File: config.mk
export PLATFORM = sky130hd
export DESIGN_NAME = expansion_port_pin_control
export DESIGN_NICKNAME = d
export VERILOG_FILES = /design/src/exp_port_pkg.sv /design/src/bit_byte_reg.sv /design/src/port_pin_drive.sv /design/src/expansion_port_pin_control.sv
export SDC_FILE = /design/constraint.sdc
export NUM_CORES = 1
export LEC_CHECK = 0
export ABC_CLOCK_PERIOD_IN_PS = 3580
export BUFFER_PORTS_ARGS = -buffer_cell sky130_fd_sc_hd__buf_4
export CAP_MARGIN = 15
export CORE_UTILIZATION = 51
export CTS_CLUSTER_SIZE = 10
export DETAILED_ROUTE_END_ITERATION = 7
export PLACE_DENSITY = 0.78
export SETUP_SLACK_MARGIN = 0.2
export SLEW_MARGIN = 20
export SYNTH_ARGS = -nofsm -noshare
export SYNTH_HDL_FRONTEND = slang
export SYNTH_SLANG_ARGS = --single-unit
File: constraint.sdc
create_clock -name i_ref_clk -period 3.58 [get_ports i_ref_clk]
set_input_delay 0.358 -clock i_ref_clk [delete_from_list [all_inputs] [get_ports i_ref_clk]]
set_output_delay 0.358 -clock i_ref_clk [all_outputs]
set_load 0.03 [all_outputs]
File: src/exp_port_pkg.sv
// Constants, types and helpers shared by the expansion port pin control
//
// Notes on behaviour
// - Each pin of the two general I/O ports can be an input or an output.
// - First port direction bit 0 turns the output on, 1 turns it off; reset FFH.
// - Direction and mode control registers take byte writes and single bits.
// - In expansion mode the first port pins carry upper address lines.
// - Mode codes x0xx keep port pins; x100 to x111 add address pairs 16-23.
// - External boot modes and single-chip mode 1 reset the mode field to 0111.
// - The second port is input only and has no direction control.
// - Second port pins feed the converter and read back as logic levels.
// - Third port pins give select/row strobes 0-7, pin 4 write, pin 5 read.
// - Mode pins and the mode control register pick control; direction else.
// - Third port mode bit 0 gives general I/O, 1 gives the select output.
// - Pins 4 and 5 in control mode use the function select register.
// - Third port mode control resets 00H in single-chip 0, else FFH.
// - Function select bit 1 picks the I/O strobe, 0 the select output.
// - In port mode the function select bit of that pin is ignored.
package exp_port_pkg;

  // ----------------------------------------------------------------
  // Register byte addresses
  // ----------------------------------------------------------------
  localparam logic [31:0] PORT_SIX_DIR_ADDR = 32'hFFFFF02C;
  localparam logic [31:0] PORT_EIGHT_DIR_ADDR = 32'hFFFFF030;
  localparam logic [31:0] MODE_FIELD_ADDR = 32'hFFFFF04C;
  localparam logic [31:0] PORT_EIGHT_FUNC_ADDR = 32'hFFFFF050;
  localparam logic [31:0] PORT_EIGHT_SEL_ADDR = 32'hFFFFF590;
  localparam logic [31:0] PORT_SIX_DATA_ADDR = 32'hFFFFF100;
  localparam logic [31:0] PORT_SEVEN_DATA_ADDR = 32'hFFFFF104;
  localparam logic [31:0] PORT_EIGHT_DATA_ADDR = 32'hFFFFF108;
  localparam logic [31:0] BIT_ACCESS_ADDR = 32'hFFFFF10C;

  // ----------------------------------------------------------------
  // Reset values and masks
  // ----------------------------------------------------------------
  localparam logic [7:0] DIR_RST = 8'hFF;
  localparam logic [7:0] FUNC_SC0_RST = 8'h00;
  localparam logic [7:0] FUNC_EXT_RST = 8'hFF;
  localparam logic [7:0] SEL_RST = 8'h00;
  localparam logic [7:0] SEL_MASK = 8'h30;
  localparam logic [7:0] ALL_MASK = 8'hFF;
  localparam logic [7:0] DATA_RST = 8'h00;
  localparam logic [3:0] MODE_EXT_RST = 4'h7;
  localparam logic [3:0] MODE_SC0_RST = 4'h0;

  // ----------------------------------------------------------------
  // Boot mode pin codes, pin and field positions
  // ----------------------------------------------------------------
  localparam logic [3:0] BOOT_SINGLE0 = 4'h0;
  localparam logic [3:0] BOOT_EXT0 = 4'h1;
  localparam logic [3:0] BOOT_EXT1 = 4'h2;
  localparam logic [3:0] BOOT_SINGLE1 = 4'h3;
  localparam int WR_PIN = 4;
  localparam int RD_PIN = 5;
  localparam int BIT_VAL_POS = 0;
  localparam int BIT_IDX_LSB = 4;
  localparam int BIT_TGT_LSB = 8;

  typedef enum logic [1:0] {
    TGT_SIX_DIR = 2'h0,
    TGT_EIGHT_DIR = 2'h1,
    TGT_EIGHT_FUNC = 2'h3,
    TGT_EIGHT_SEL = 2'h2
  } bit_target_t;

  // Pins of the first port that carry address lines for a mode code
  function automatic logic [7:0] addr_pin_mask(input logic [3:0] mm);
    logic [7:0] m;
    m = 8'h00;
    if (mm[2]) begin
      unique case (mm[1:0])
        2'h0: m = 8'h03;
        2'h1: m = 8'h0F;
        2'h2: m = 8'h3F;
        2'h3: m = 8'hFF;
      endcase
    end
    return m;
  endfunction : addr_pin_mask

  // Boot modes that start with external expansion enabled
  function automatic logic ext_boot(input logic [3:0] mode);
    return (mode == BOOT_EXT0) || (mode == BOOT_EXT1) ||
      (mode == BOOT_SINGLE1);
  endfunction : ext_boot

endpackage : exp_port_pkg

File: src/bit_byte_reg.sv
// Eight-bit register written as a byte or as one bit
`timescale 1ns/1ps
module bit_byte_reg #(
  parameter logic [7:0] WMASK = 8'hFF
) (
  input wire logic i_ref_clk,
  input wire logic i_srst,
  input wire logic [7:0] i_rst_val,
  input wire logic i_byte_we,
  input wire logic [7:0] i_wdata,
  input wire logic i_bit_we,
  input wire logic [2:0] i_bit_idx,
  input wire logic i_bit_val,
  output logic [7:0] o_q
);
  // Bits outside WMASK stay at zero
  always_ff @(posedge i_ref_clk) begin
    if (i_srst) begin
      o_q <= i_rst_val & WMASK;
    end else if (i_byte_we) begin
      o_q <= i_wdata & WMASK;
    end else if (i_bit_we) begin
      o_q[i_bit_idx] <= i_bit_val & WMASK[i_bit_idx];
    end
  end
endmodule : bit_byte_reg

File: src/port_pin_drive.sv
// Registered output and enable stage for one eight-pin port
`timescale 1ns/1ps
module port_pin_drive (
  input wire logic i_ref_clk,
  input wire logic i_srst,
  input wire logic [7:0] i_ctrl,
  input wire logic [7:0] i_ctrl_val,
  input wire logic [7:0] i_dir,
  input wire logic [7:0] i_data,
  output logic [7:0] o_pin,
  output logic [7:0] o_pin_oe_n
);
  always_ff @(posedge i_ref_clk) begin
    if (i_srst) begin
      o_pin <= 8'h00;
      o_pin_oe_n <= 8'hFF;
    end else begin
      o_pin <= (i_ctrl & i_ctrl_val) | (~i_ctrl & i_data);
      // Control pins always drive, port pins follow direction
      o_pin_oe_n <= ~i_ctrl & i_dir;
    end
  end
endmodule : port_pin_drive

File: src/expansion_port_pin_control.sv
// Pin control for the address, input-only and strobe ports, APB slave
//
// Added by the designer: the APB register port.
`timescale 1ns/1ps
module expansion_port_pin_control (
  input wire logic i_ref_clk,
  input wire logic i_srst,
  input wire logic i_psel,
  input wire logic i_penable,
  input wire logic i_pwrite,
  input wire logic [31:0] i_paddr,
  input wire logic [31:0] i_pwdata,
  input wire logic [3:0] i_pstrb,
  output logic [31:0] o_prdata,
  output logic o_pready,
  output logic o_pslverr,
  input wire logic [3:0] i_boot_mode_pins,
  input wire logic [7:0] i_first_port_pins,
  output logic [7:0] o_first_port_pins,
  output logic [7:0] o_first_port_pins_oe_n,
  input wire logic [7:0] i_input_port_pins,
  input wire logic [7:0] i_third_port_pins,
  output logic [7:0] o_third_port_pins,
  output logic [7:0] o_third_port_pins_oe_n,
  input wire logic [7:0] i_upper_address_lines,
  input wire logic [7:0] i_select_row_strobe_outputs,
  input wire logic i_io_write_strobe,
  input wire logic i_io_read_strobe,
  output logic [3:0] o_memory_expansion_mode_field
);
  import exp_port_pkg::*;

  // ----------------------------------------------------------------
  // Bus decode
  // ----------------------------------------------------------------
  logic setup;
  logic wr_en;
  logic hit;
  logic sel_six_dir, sel_eight_dir, sel_mode, sel_func, sel_sel;
  logic sel_six_dat, sel_seven_dat, sel_eight_dat, sel_bit;
  logic bit_we;
  bit_target_t bit_tgt;
  logic [2:0] bit_idx;
  logic bit_val;
  logic [7:0] wbyte;

  assign setup = i_psel & ~i_penable;
  assign wr_en = i_psel & i_penable & o_pready & i_pwrite & i_pstrb[0];
  assign wbyte = i_pwdata[7:0];
  assign sel_six_dir = (i_paddr == PORT_SIX_DIR_ADDR);
  assign sel_eight_dir = (i_paddr == PORT_EIGHT_DIR_ADDR);
  assign sel_mode = (i_paddr == MODE_FIELD_ADDR);
  assign sel_func = (i_paddr == PORT_EIGHT_FUNC_ADDR);
  assign sel_sel = (i_paddr == PORT_EIGHT_SEL_ADDR);
  assign sel_six_dat = (i_paddr == PORT_SIX_DATA_ADDR);
  assign sel_seven_dat = (i_paddr == PORT_SEVEN_DATA_ADDR);
  assign sel_eight_dat = (i_paddr == PORT_EIGHT_DATA_ADDR);
  assign sel_bit = (i_paddr == BIT_ACCESS_ADDR);
  assign hit = sel_six_dir | sel_eight_dir | sel_mode | sel_func |
    sel_sel | sel_six_dat | sel_seven_dat | sel_eight_dat | sel_bit;

  // Single-bit access names a register, a bit and a value
  assign bit_we = wr_en & sel_bit;
  assign bit_tgt = bit_target_t'(i_pwdata[BIT_TGT_LSB+:2]);
  assign bit_idx = i_pwdata[BIT_IDX_LSB+:3];
  assign bit_val = i_pwdata[BIT_VAL_POS];

  // ----------------------------------------------------------------
  // Control registers
  // ----------------------------------------------------------------
  logic [7:0] six_dir_q, eight_dir_q, func_q, sel_q;
  logic [7:0] six_dat_q, eight_dat_q;
  logic [3:0] mode_q;
  logic ext_start;

  assign ext_start = ext_boot(i_boot_mode_pins);

  bit_byte_reg #(.WMASK(ALL_MASK)) u_six_dir (
    .i_ref_clk(i_ref_clk),
    .i_srst(i_srst),
    .i_rst_val(DIR_RST),
    .i_byte_we(wr_en & sel_six_dir),
    .i_wdata(wbyte),
    .i_bit_we(bit_we & (bit_tgt == TGT_SIX_DIR)),
    .i_bit_idx(bit_idx),
    .i_bit_val(bit_val),
    .o_q(six_dir_q)
  );

  bit_byte_reg #(.WMASK(ALL_MASK)) u_eight_dir (
    .i_ref_clk(i_ref_clk),
    .i_srst(i_srst),
    .i_rst_val(DIR_RST),
    .i_byte_we(wr_en & sel_eight_dir),
    .i_wdata(wbyte),
    .i_bit_we(bit_we & (bit_tgt == TGT_EIGHT_DIR)),
    .i_bit_idx(bit_idx),
    .i_bit_val(bit_val),
    .o_q(eight_dir_q)
  );

  bit_byte_reg #(.WMASK(ALL_MASK)) u_func (
    .i_ref_clk(i_ref_clk),
    .i_srst(i_srst),
    .i_rst_val(ext_start ? FUNC_EXT_RST : FUNC_SC0_RST),
    .i_byte_we(wr_en & sel_func),
    .i_wdata(wbyte),
    .i_bit_we(bit_we & (bit_tgt == TGT_EIGHT_FUNC)),
    .i_bit_idx(bit_idx),
    .i_bit_val(bit_val),
    .o_q(func_q)
  );

  bit_byte_reg #(.WMASK(SEL_MASK)) u_sel (
    .i_ref_clk(i_ref_clk),
    .i_srst(i_srst),
    .i_rst_val(SEL_RST),
    .i_byte_we(wr_en & sel_sel),
    .i_wdata(wbyte),
    .i_bit_we(bit_we & (bit_tgt == TGT_EIGHT_SEL)),
    .i_bit_idx(bit_idx),
    .i_bit_val(bit_val),
    .o_q(sel_q)
  );

  // Output latches of the two I/O ports
  always_ff @(posedge i_ref_clk) begin
    if (i_srst) begin
      six_dat_q <= DATA_RST;
      eight_dat_q <= DATA_RST;
    end else begin
      if (wr_en & sel_six_dat) begin
        six_dat_q <= wbyte;
      end
      if (wr_en & sel_eight_dat) begin
        eight_dat_q <= wbyte;
      end
    end
  end

  // Expansion mode field, preset from the boot mode pins
  always_ff @(posedge i_ref_clk) begin
    if (i_srst) begin
      mode_q <= ext_start ? MODE_EXT_RST : MODE_SC0_RST;
    end else if (wr_en & sel_mode) begin
      mode_q <= i_pwdata[3:0];
    end
  end

  assign o_memory_expansion_mode_field = mode_q;

  // ----------------------------------------------------------------
  // Read path
  // ----------------------------------------------------------------
  logic [1:0] rd_tgt_q;
  logic [2:0] rd_idx_q;
  logic [7:0] bit_src;
  logic [7:0] rdata_d;

  always_ff @(posedge i_ref_clk) begin
    if (i_srst) begin
      rd_tgt_q <= 2'h0;
      rd_idx_q <= 3'h0;
    end else if (bit_we) begin
      rd_tgt_q <= bit_tgt;
      rd_idx_q <= bit_idx;
    end
  end

  always_comb begin
    unique case (bit_target_t'(rd_tgt_q))
      TGT_SIX_DIR: bit_src = six_dir_q;
      TGT_EIGHT_DIR: bit_src = eight_dir_q;
      TGT_EIGHT_FUNC: bit_src = func_q;
      TGT_EIGHT_SEL: bit_src = sel_q;
    endcase
  end

  // Input pins read their level, output pins their latch
  always_comb begin
    rdata_d = 8'h00;
    if (sel_six_dir) rdata_d = six_dir_q;
    if (sel_eight_dir) rdata_d = eight_dir_q;
    if (sel_mode) rdata_d = {4'h0, mode_q};
    if (sel_func) rdata_d = func_q;
    if (sel_sel) rdata_d = sel_q;
    if (sel_six_dat) begin
      rdata_d = (six_dir_q & i_first_port_pins) | (~six_dir_q & six_dat_q);
    end
    if (sel_seven_dat) rdata_d = i_input_port_pins;
    if (sel_eight_dat) begin
      rdata_d = (eight_dir_q & i_third_port_pins) |
        (~eight_dir_q & eight_dat_q);
    end
    if (sel_bit) rdata_d = {7'h00, bit_src[rd_idx_q]};
  end

  // Answer one cycle after the setup cycle
  always_ff @(posedge i_ref_clk) begin
    if (i_srst) begin
      o_pready <= 1'b0;
      o_pslverr <= 1'b0;
      o_prdata <= 32'h0000_0000;
    end else begin
      o_pready <= setup;
      o_pslverr <= setup & ~hit;
      o_prdata <= setup ? {24'h000000, rdata_d} : 32'h0000_0000;
    end
  end

  // ----------------------------------------------------------------
  // Pin functions
  // ----------------------------------------------------------------
  logic [7:0] addr_ctrl;
  logic [7:0] strobe_val;

  assign addr_ctrl = addr_pin_mask(mode_q);

  // Pins 4 and 5 pick the I/O strobe when their select bit is set
  always_comb begin
    strobe_val = i_select_row_strobe_outputs;
    if (sel_q[WR_PIN]) strobe_val[WR_PIN] = i_io_write_strobe;
    if (sel_q[RD_PIN]) strobe_val[RD_PIN] = i_io_read_strobe;
  end

  port_pin_drive u_six_drive (
    .i_ref_clk(i_ref_clk),
    .i_srst(i_srst),
    .i_ctrl(addr_ctrl),
    .i_ctrl_val(i_upper_address_lines),
    .i_dir(six_dir_q),
    .i_data(six_dat_q),
    .o_pin(o_first_port_pins),
    .o_pin_oe_n(o_first_port_pins_oe_n)
  );

  port_pin_drive u_eight_drive (
    .i_ref_clk(i_ref_clk),
    .i_srst(i_srst),
    .i_ctrl(func_q),
    .i_ctrl_val(strobe_val),
    .i_dir(eight_dir_q),
    .i_data(eight_dat_q),
    .o_pin(o_third_port_pins),
    .o_pin_oe_n(o_third_port_pins_oe_n)
  );
endmodule : expansion_port_pin_control

==> results of run 1 <==
[registers in the layout, summed over array words and instances, names as in the netlist]
| register | count |
|---|---|
| six_dat_q | 8 |
| u_eight_drive.o_pin_oe_n | 8 |
| u_func.o_q | 8 |
| u_eight_dir.o_q | 8 |
| u_six_drive.o_pin_oe_n | 8 |
| o_prdata | 8 |
| u_six_dir.o_q | 8 |
| o_pready | 1 |
| o_pslverr | 1 |
| u_sel.o_q | 8 |
| eight_dat_q | 8 |
| u_six_drive.o_pin | 8 |
| rd_idx_q | 3 |
| u_eight_drive.o_pin | 8 |
| o_memory_expansion_mode_field | 4 |
| rd_tgt_q | 2 |
[report_power, final]
part	internal, mW	switching, mW	total (mW)
Combinational	0.134	0.212	0.346
Clock	0.314	0.444	0.758
Sequential	1.16	0.0307	1.19
Total	1.60	0.687	2.29
[cells in the final DEF (no fill, tap or decap), types with 4 or more instances in the layout]
cell / instances
and3_1: 6
nand4_1: 17
a22oi_1: 7
a211oi_1: 9
dfxtp_1: 87
a31oi_1: 9
nor4_1: 8
buf_4: 150
conb_1: 24
o221ai_1: 5
clkbuf_8: 9
or2_2: 4
a2111oi_0: 5
nor2b_1: 4
nor2_1: 64
mux2_2: 7
nand2_1: 48
edfxtp_1: 12
a21oi_1: 25
a21o_1: 6
o21ai_0: 42
nor3_1: 24
a221oi_1: 9
nand3_1: 21
inv_1: 19
mux2i_1: 62
or3b_2: 4
or4_1: 6
nand3b_1: 4
[cell type report]
class / instances / area, µm² / area share
clock inverters: 6 / 61.3 / 0.00913
flip-flops and latches: 99 / 2100 / 0.313
repair buffers: 150 / 1130 / 0.168
multi-input cells: 470 / 3040 / 0.452
clock buffers: 10 / 149 / 0.0222
inverters: 19 / 71.3 / 0.0106
well taps: 136 / 170 / 0.0253
[how the worst max path moves through the flow]
stage / slack (ns) / from / endpoint / cells past startpoint
CTS: 1.08 / rd_tgt_q[1] / o_prdata[0] / 6
detailed placement: 0.73 / i_paddr[6] / u_func.o_q[2] / 7
global placement: 0.80 / i_paddr[6] / u_func.o_q[2] / 7
finish: 1.04 / i_paddr[6] / u_func.o_q[2] / 7
floorplan: 0.96 / i_paddr[11] / u_func.o_q[0] / 7
global route: 0.88 / rd_tgt_q[1] / o_prdata[0] / 6
[cell families after synthesis]
group / count (synthesis) / share of synthesized area
compound gates: 137 / 0.163
flops: 99 / 0.385
simple gates: 237 / 0.235
other cells: 1 / 0.000687
buf+inv: 85 / 0.0756
mux: 72 / 0.141
[through the flow]
stage | instance area [µm²] | cells
after global routing | 6720 | 890
after global placement | 6510 | 874
after CTS | 6720 | 890
final | 6720 | 890
after floorplan | 5550 | 654
after detailed placement | 6510 | 874
[per-layer routing]
layer / routed length [µm] / track usage / vias up
met5: 0 / 0 / -
met4: 638 / 0.128 / 0
met3: 1970 / 0.0748 / 59
met2: 8570 / 0.534 / 362
met1: 7560 / 0.442 / 2604
li1: - / - / 2518
[worst register-to-register path, stage by stage (launching register included)]
cell,delay (ns)
dfxtp_1,0.71
mux2_2,0.41
a221oi_1,0.25
a2111oi_0,0.11
a2111oi_0,0.53
a2111oi_0,0.20
o2bb2ai_1,0.17
==> results.txt, run 1 <==
* Outcome: finished, final reports clean
- The analysis attributes to cell leakage a power of 2.86 nW.
- Startpoint of the tightest hold check path: i_upper_address_lines[6]
- FF-to-FF Start: rd_tgt_q[1]
* DRT Pass-1 Iters: 6
- Largest net degree at the start of global routing: 64
- Sum of buffers and inverters on the critical path: 1
* Most frequent cell after synthesis: dfxtp_1
- Worst Setup Slack post-DPL: 0.733 ns
- For the worst setup path, the data required time is 3.65 ns.
- Detailed placement finished with a half-perimeter wire length of 13700 µm.
- Cell area after synthesis: roughly 5500 µm²
- Counting instances in the post-synthesis netlist gives the leading cell types as dfxtp_1, nor2_1, mux2i_1.
- The die is 105 µm tall.
- TritonCTS sink count: 99
- The endpoint identified for the worst register-to-register timing path is o_prdata[0].
- Counting stages on the worst path, the most repeated cell is nand3_1.
* Total of warnings raised by yosys: 0
* Setup TNS Final: 0 ns
- Walking the worst path, the cells encountered are buf_4 -> or4b_1 -> nor4_1 -> nand3_1 -> nor2_1 -> nand3_1 -> o21ai_0.
- Startpoint type of the worst setup path: input pin
- Row generation in the floorplan step produced 37 rows.
* Clock tree skew after final layout: 0.0114 ns
- Using the TritonRoute via totals, the vias-per-cell ratio works out to a little over 6.
* Worst Path Arrival: 2.61 ns
* Worst setup path category: in -> reg
* Period utilisation layout: 0.710
- Die Area: about 11000 µm²
* CTS hold repair buffers: 0
- Setup slack on the worst reg-to-reg path comes out at 1.09 ns.
* Delay of the slowest cell on the worst path: 0.68 ns
- The later pin in the worst-skew pair is clocked with a latency of between 0.3 and 0.4 ns.
- Broken down by cell family, the worst path's largest delay share belongs to simple AND/OR/NAND/NOR gates.
- The synthesized design spends more area on one cell type than any other, namely dfxtp_1.
- Library cell used as clock root buffer: clkbuf_8
- Io pins: 189
* Total CTS buffers: 9
- In this run the worst hold path is classified as in -> reg.
* Wire length per cell after detailed routing: 21.0 µm
- H-tree levels: 3
* Largest cells by area after synthesis: dfxtp_1, mux2i_1, edfxtp_1
* Number of antenna violations at the first check in global routing: 0
* Maximum count of clock buffers along a single path: 2
- Drt total wl: 18700 µm
* Number of max-cap violations: 0
- Number of enable-type register cells in the synthesized netlist: 12
- In this run the power density over the cells is about 340 nW/µm².
* Unrepaired setup endpoints after global routing: no
- Worst rel slew slack: 0.390
- Number of different library cells in the post-synthesis netlist: 59
- Number of remaining DRC errors: 0
- IR Drop Worst-Case VDD: around 0.19 mV
- Share of the synthesized area in the top cell type: 0.319
- Worst Hold Depth: 3
* CORE AREA: 10400 µm²
- Detailed Route Iter0 Violations: 455
- At the pin with the least slew margin, the transition time is 0.909 ns.
- Measured on the finished design, the core utilization comes to 0.648.
* Area growth, synth to finish: 23.0%
- End point of the worst hold path: u_six_drive.o_pin[6]
- The repair_antennas step left the layout with diodes totalling 0.
* Kind of end point of the critical path: flip-flop
* Number of nets in the finished design: slightly below 900
- For this run, asynchronously set or reset flops after synthesis account for 0.
- On the final layout, the worst hold slack is 0.208 ns.
- Via total after detailed routing: 5543
- Slew Limit Fails: 0
- Counting the fill cells in the layout gives 893.
* Fraction of the yosys area taken by sequential cells: 0.385
- Static timing analysis puts the maximum clock frequency at 0.394 GHz.
- Main flop type after synthesis: dfxtp_1
- Each instance of the synthesized netlist takes up on average around 8.7 µm².
- Worst-path cell with the longest stage delay: or4b_1
- Of the cells placed in the final design, the portion with a size suffix greater than 1 is 0.260.
- The via count of the first global-routing pass is 5272.
- Buffers added to address setup during post-CTS repair amount to 0.
* Clk slew on worst S/H paths: between 0.1 and 0.15 ns
* Final RePlAce weighted congestion: 0.984
- Largest driver fanout on the critical path: 8
* Post-route ant nets: 0
- Sum of internal, switching and leakage power: 2.29 mW
- The initial utilization of the core area, before any placement, comes to 0.526.
* I/O Buffers: about 140
- The count of endpoints failing hold in the final timing report was 0.
* Clock tree from TritonCTS: built
- Summed over all layers, the global routing overflow is 0.
* Count of final setup violators: 0
- Gate count of the mapped netlist: 631
* #FFs+latches synth: 99
* Width of the die: around 110 µm
- Total of cells resized after clock tree synthesis: 0
- Wire length of the first global-routing pass: between 20000 and 30000 µm
- In the global route stage, overall resource usage came out at 0.335.
- The worst path meets setup with 1.04 ns of slack.
* Fin crit period: 2.54 ns
- The number of cells on the worst reg-to-reg path is 6.
(Power assumes the default switching activity.)
==> inputs of run 2 (changes only) <==
--- a/config.mk
+++ b/config.mk
@@ -5,13 +5,13 @@
 export SDC_FILE = /design/constraint.sdc
 export NUM_CORES = 1
 export LEC_CHECK = 0
-export ABC_CLOCK_PERIOD_IN_PS = 3580
+export ABC_CLOCK_PERIOD_IN_PS = 2300
 export BUFFER_PORTS_ARGS = -buffer_cell sky130_fd_sc_hd__buf_4
 export CAP_MARGIN = 15
-export CORE_UTILIZATION = 51
+export CORE_UTILIZATION = 46
 export CTS_CLUSTER_SIZE = 10
 export DETAILED_ROUTE_END_ITERATION = 7
-export PLACE_DENSITY = 0.78
+export PLACE_DENSITY = 0.74
 export SETUP_SLACK_MARGIN = 0.2
 export SLEW_MARGIN = 20
 export SYNTH_ARGS = -nofsm -noshare
==> constraint.sdc (replaced) <==
create_clock -name i_ref_clk -period 2.3 [get_ports i_ref_clk]
set_input_delay 0.23 -clock i_ref_clk [delete_from_list [all_inputs] [get_ports i_ref_clk]]
set_output_delay 0.23 -clock i_ref_clk [all_outputs]
set_load 0.03 [all_outputs]
==> results.txt, run 2 (synthesized netlist as in run 1, its figures left out) <==
* Wire length of the first global-routing pass: 31500 µm (+11%)
- Count of standard-cell rows: 39 (+5.4%)
- The vertical die dimension is 111 µm (+5.2%).
* Die Area: 12300 µm² (+11%)
- The worst-case clock buffer depth came to 2 (unchanged).
- Most common cell after layout, fill and taps aside: buf_4
- Count of inserted antenna diode cells: 0 (unchanged)
* Final-report hold violation count: 0 (unchanged)
- The sum of buffers and inverters on the critical path was 2 (+1).
- The clock latency of the later-clocked register in the worst-skew pair is 0.35 ns (-0.03 ns).
- STA classifies the critical path startpoint as an input pin.
- Filler instances: 967 (+8.3%)
- The actual slew at the worst max-slew pin was 0.705 ns (-0.205 ns).
- TritonCTS built the clock tree.
* Cell breakdown of the critical path: buf_6 -> or4b_4 -> or4_1 -> nor3_2 -> buf_4 -> nand2_1 -> a22o_1 -> a21oi_1
- CTS hold repair buffers: 0 (unchanged)
- The highest net fanout along the worst path was 7 (-1).
* Critical path's top delay family: simple AND/OR/NAND/NOR gates
- The number of design-rule violations left by the first detailed-router iteration was 614 (+35%).
- Metal2 WL: 9570 µm (+12%)
* DR vias/cell: 6.11 (-1.9%)
- Global-route usage over all layers: 0.333 (-0.00178)
- Fmax: 0.491 GHz
* Number of nets in the finished design: 925 (+6.6%)
- Total CTS buffers: 9 (unchanged)
- The cell depth of the worst hold path is 3 (unchanged).
- The run finished with clean final reports.
* H-tree levels: 3 (unchanged)
- The clock skew after layout is 0.00794 ns (-0.00344 ns).
- Ratio of cells with drive above 1 in the final layout: 0.328 (+0.0680)
* TritonCTS sink count: 99 (unchanged)
* Initial Utilization: 0.476 (-0.0504)
- The worst path in the final design needs a cycle of approximately 2.0 ns, including I/O delays and setup.
* Number of global-route vias before repair: 5757 (+9.2%)
* Period utilisation layout: 0.886
- The required time at the worst-slack endpoint came to 2.57 ns (-1.08 ns).
- Leftover overflow at the end of global routing: 0 (unchanged)
- The detail-routed net length per standard cell came to 21.7 µm (+3.2%).
- The total vias in the final route was 5830 (+5.2%).
* Class of the tightest hold or removal check: in -> reg
- The detailed-routing wirelength on met1 came to 8500 µm (+12%).
- The arrival time of the worst setup path came to 2.31 ns (-0.30 ns).
- Library cell used as clock root buffer: clkbuf_16
* CORE AREA: 11500 µm² (+11%)
- Leak Pwr: 3.27 nW (+14%)
* Unrepaired setup endpoints after global routing: yes
- The detailed placer's ending HPWL was 15500 µm (+13%).
- STA classifies the critical path endpoint as a flip-flop.
- Largest net degree at the start of global routing: 63 (-1.6%)
- Post-route ant nets: 0 (unchanged)
- The post-CTS setup buffer count came to 0 (unchanged).
- The number of optimization iterations in the first detailed-route pass was 5 (-1).
- Count of final setup violators: 0 (unchanged)
- Worst setup path category: in -> reg
* Width of the die: 111 µm (+5.2%)
- The clock transition time at the flip-flop clock pins of the worst setup and hold paths came to 0.07 ns (-0.04 ns).
- IR Drop Worst-Case VDD: 0.503 mV (+160%)
- Number of max-cap violations: 0 (unchanged)
- The met3 wirelength from detailed routing was 2050 µm (+3.9%).
- Final RePlAce weighted congestion: 0.923 (-6.3%)
- Number of remaining DRC errors: 0 (unchanged)
* Most frequent cells in the layout: buf_4, dfxtp_1, nor2_1
- Levels on crit path: 8 (+1)
- Final hold slack: 0.117 ns (-0.0918 ns)
* Area growth, synth to finish: 36.1%
* Worst-path cell with the longest stage delay: or4_1
- P per Cell Area: 545 nW/µm² (+60%)
- The count of input and output buffers was 139 (unchanged).
- Number of antenna violations at the first check in global routing: 0 (unchanged)
* Placed Cells incl. Taps: 938 (+7.3%)
- Top routing layer used: met4
- Drt total wl: 20700 µm (+11%)
* Slew Limit Fails: 0 (unchanged)
- The number of standard cells in the final layout excluding fillers came to 954 (+7.2%).
* Reg2Reg Depth: 6 (unchanged)
* Io pins: 189 (unchanged)
* Worst rel slew slack: 0.530 (+0.141)
- The maximum single-stage delay on the critical path was 0.60 ns (-0.08 ns).
## run 2: cell types whose count changed in the layout (fill, tap and decap cells not counted), moves of 3 or more
| cell | change |
|---|---|
| clkbuf_8 | -9 |
| buf_6 | +3 |
| nor4_4 | +3 |
| a2111oi_0 | -3 |
| clkbuf_16 | +8 |
| buf_12 | +5 |
| buf_4 | +49 |
## run 2: final timing paths
kind                                                     start                endpoint  slack [ns]
worst max-delay path                                i_paddr[0]             o_prdata[2]        0.26
worst min-delay path            i_select_row_strobe_outputs[1]  u_eight_drive.o_pin[1]        0.12
worst max register to register                     rd_tgt_q[1]             o_prdata[0]        0.30
worst min register to register                    u_sel.o_q[2]            u_sel.o_q[2]        0.48
## run 2: layer usage
layer	vias to the layer above	track usage
met5	-	0
met4	0	0.140
met3	51	0.0722
met2	347	0.529
met1	2801	0.438
li1	2631	-
## run 2: cell type report
cell class                 instances  area, µm²  share of cell area
inverter                          19       71.3             0.00960
sequential                        99       2100               0.283
tap                              143        179              0.0241
multi-input combinational        470       3130               0.421
clock inverter                     7       91.3              0.0123
clock buffer                       9        225              0.0303
timing repair buffer             207       1630               0.219
## run 2: worst register-to-register path, delay by kind of cell, from the launching register on
family	cells	cell delay [ns]
flops	1	0.42
mux	1	0.36
compound gates	5	1.09
## run 2: per-stage QoR
step / TNS (ns) / utilization / worst slack [ns] / cell area, µm² / total power, mW
after floorplan: 0 / - / 0.0638 / 5620 / 2.18
after global placement: -1.49 / 0.615 / -0.126 / 7060 / 2.44
after detailed placement: -2.23 / 0.615 / -0.201 / 7060 / 2.45
after CTS: 0 / 0.644 / 0.241 / 7380 / 4.05
after global routing: 0 / 0.648 / 0.178 / 7430 / 4.17
final: 0 / 0.648 / 0.262 / 7430 / 4.05
## run 2: what timing repair did
action,in CTS,in global routing
setup endpoints to repair,3,17
resized for setup,3,13
pin swaps,0,5
## run 2: report_power, final
group          internal, mW  switching, mW
sequential             1.80         0.0457
clock                 0.872          0.755
combinational         0.235          0.346
==> inputs of run 3 (changes only) <==
--- a/config.mk
+++ b/config.mk
@@ -8,6 +8,7 @@
 export ABC_CLOCK_PERIOD_IN_PS = 2300
 export BUFFER_PORTS_ARGS = -buffer_cell sky130_fd_sc_hd__buf_4
 export CAP_MARGIN = 15
+export CORE_MARGIN = 2
 export CORE_UTILIZATION = 46
 export CTS_CLUSTER_SIZE = 10
 export DETAILED_ROUTE_END_ITERATION = 7
==> results.txt, run 3 (synthesized netlist as in run 1, its figures left out) <==
- The headroom to the max-slew limit is 0.537 (+0.00710).
- The final clock period utilization by the worst path was 0.901 (+0.0144).
- Violations in the final reports: design-rule violations
- Half-perimeter wire length of the detailed placement result: 15700 µm (+0.81%)
* Detailed Route Iter0 Violations: 655 (+6.7%)
* Die Area: 12800 µm² (+3.6%)
- Most common cell after layout, fill and taps aside: buf_4
- Number of remaining DRC errors: 11 (+11)
- Drt total wl: 20700 µm (about the same)
* Clk slew on worst S/H paths: 0.07 ns (about the same)
* Clock tree skew after final layout: 0.00706 ns (-0.000882 ns)
- Count of standard-cell rows: 39 (unchanged)
- The wire length of the first global-routing pass is 31500 µm (about the same).
- Number of antenna violations at the first check in global routing: 0 (unchanged)
- The reported max-cap violation count is 0 (unchanged).
* Startpoint of the tightest hold check path: i_upper_address_lines[0]
- The cell area after layout is 7400 µm² (-0.35%).
- Int Power: 2.88 mW (-0.74%)
- Worst setup path category: in -> reg
* IR Drop Worst-Case VDD: 0.462 mV (-8.2%)
- The arrival time of the worst setup path came to 2.12 ns (-0.19 ns).
- Least-Margin Pin Slew: 0.691 ns (-0.0139 ns)
* Outcome: finished, violations left
- The instance area at placement came to 7060 µm² (about the same).
* Fmax: 0.483 GHz (-1.6%)
- Initial Utilization: 0.474 (-0.00202)
- The final sum of negative setup slack came to 0 ns (unchanged).
- Clock tree from TritonCTS: built
* Switching fraction of total power: 0.281 (-0.00236)
* Die height: 113 µm (+1.8%)
* Unrepaired setup endpoints after global routing: yes
- The final-report setup violation count was 0 (unchanged).
- End point of the worst hold path: u_six_drive.o_pin[0]
- Largest net degree at the start of global routing: 53 (-16%)
* Global-route usage over all layers: 0.320 (-0.0136)
* Via total after detailed routing: 5891 (+1.0%)
* Total CTS buffers: 9 (unchanged)
* Maximum count of clock buffers along a single path: 2 (unchanged)
- The sequential group share of total power came to 0.461 (+0.006).
- I/O Buffers: 139 (unchanged)
* Number of nets in the finished design: 929 (+0.43%)
- Area growth, synth to finish: 35.6%
* P per Cell Area: 541 nW/µm² (-0.71%)
* Startpoint type of the worst setup path: input pin
- The fraction of power consumed by the clock network is 0.395 (-0.006).
- Endpoint required time on the critical path: 2.35 ns (-0.22 ns)
- Io pins: 189 (unchanged)
* Sum of internal, switching and leakage power: 4.01 mW (-1.1%)
- Power dissipated by switching net loads: 1.12 mW (-1.9%)
- Most frequent cells in the layout: buf_4, dfxtp_1, nor2_1
* DR vias/cell: 6.15 (+0.62%)
- Class of the tightest hold or removal check: in -> reg
- Reg2Reg Depth: 6 (unchanged)
- The weighted congestion reported at the end of routability-driven placement came to 1.01 (+9.1%).
- Final WS setup: 0.229 ns (-0.0332 ns)
- The tree is rooted in a clkbuf_16.
- The post-placement worst setup slack came to -0.159 ns (+0.0425 ns).
- Count of inserted antenna diode cells: 0 (unchanged)
- The number of nets with antenna violations after routing came to 0 (unchanged).
- Share of power burned in combinational logic: 0.144 (about the same)
* Fin crit period: 2.07 ns (+0.0332 ns)
- Clock latency reported for the late side of the worst-skew pair: 0.35 ns (about the same)
* Leak Pwr: 3.28 nW (+0.16%)
- In this run the critical register-to-register path is captured at o_prdata[0].
- Wire length per cell after detailed routing: 21.7 µm (-0.32%)
- The cell depth of the worst hold path was 3 (unchanged).
* CORE AREA: 11500 µm² (+0.43%)
- DRT Pass-1 Iters: 8 (+3)
- The slack of the worst reg-to-reg path was 0.35 ns (+0.05 ns).
- The clock sink total came to 99 (unchanged).
* Kind of end point of the critical path: flip-flop
- Width of the die: 113 µm (+1.8%)
- The remaining global-route overflow is 0 (unchanged).
- Final-report hold violation count: 0 (unchanged)
* Number of global-route vias before repair: 5713 (-0.76%)
* FF-to-FF Start: u_func.o_q[0]
* Ratio of cells with drive above 1 in the final layout: 0.323 (-0.00529)
- The count of pins over their slew limit came to 0 (unchanged).
* Largest driver fanout on the critical path: 8 (+1)
- H-tree levels: 3 (unchanged)
- The worst hold slack came to 0.110 ns (-0.00669 ns).
[run 3: changes by cell type in the layout (fill, tap and decap cells not counted), moves of 2 or more]
cell	before	now
nor4_2	2	0
buf_4	199	205
a2111oi_2	2	0
a2111oi_0	2	4
nor4_1	6	8
[run 3: layout make-up]
| type | instances | area, µm² |
|---|---|---|
| Tap cell | 143 | 179 |
| Timing Repair Buffer | 211 | 1640 |
| Clock inverter | 5 | 47.5 |
| Fill cell | 993 | 4110 |
| Multi-Input combinational cell | 470 | 3100 |
| Sequential cell | 99 | 2100 |
| Clock buffer | 11 | 264 |
| Inverter | 19 | 71.3 |
[run 3: worst max-delay path by stage]
stage / startpoint / end
final: i_paddr[6] / u_func.o_q[2]
after global routing: i_paddr[6] / eight_dat_q[3]
after CTS: i_paddr[6] / u_func.o_q[2]
after detailed placement: i_paddr[6] / u_func.o_q[2]
after global placement: i_paddr[6] / u_func.o_q[1]
after floorplan: i_paddr[6] / u_sel.o_q[4]
[run 3: power groups by stage]
stage	registers (mW)	logic (mW)	clock network, mW
3_3_place_gp	1.88	0.560	0
2_1_floorplan	1.94	0.245	0
6_report	1.85	0.578	1.58
5_1_grt	1.85	0.609	1.65
3_5_place_dp	1.88	0.568	0
4_1_cts	1.84	0.570	1.59
[run 3: through the flow]
stage / cells / util
CTS: 956 / 0.640
finish: 958 / 0.643
global placement: 940 / 0.613
floorplan: 654 / -
detailed placement: 940 / 0.613
global route: 958 / 0.643
[run 3: repair_timing]
| item | 4_1_cts | 5_1_grt |
|---|---|---|
| gates resized for setup | 1 | 6 |
| setup endpoints to repair | 1 | 15 |
| hold buffers | 0 | 0 |
| gates cloned | 0 | 0 |
| pin swaps | 0 | 3 |
| buffers inserted | 0 | 2 |
| endpoints found under the hold margin | 0 | 0 |
[run 3: worst max-delay path, cell delays in order]
cell,delay (ns)
buf_4,0.11
or4b_4,0.58
nor4_1,0.33
nand3_1,0.21
nor2_1,0.22
nand3_2,0.20
o21ai_0,0.24
[run 3: layer usage]
layer  GRT usage  vias to the layer above  share of wire
met4       0.113                        0          0.027
met5           0                        -              0
met3      0.0648                       48           0.11
met1       0.417                     2836           0.40
met2       0.530                      373           0.47
li1            -                     2634              -
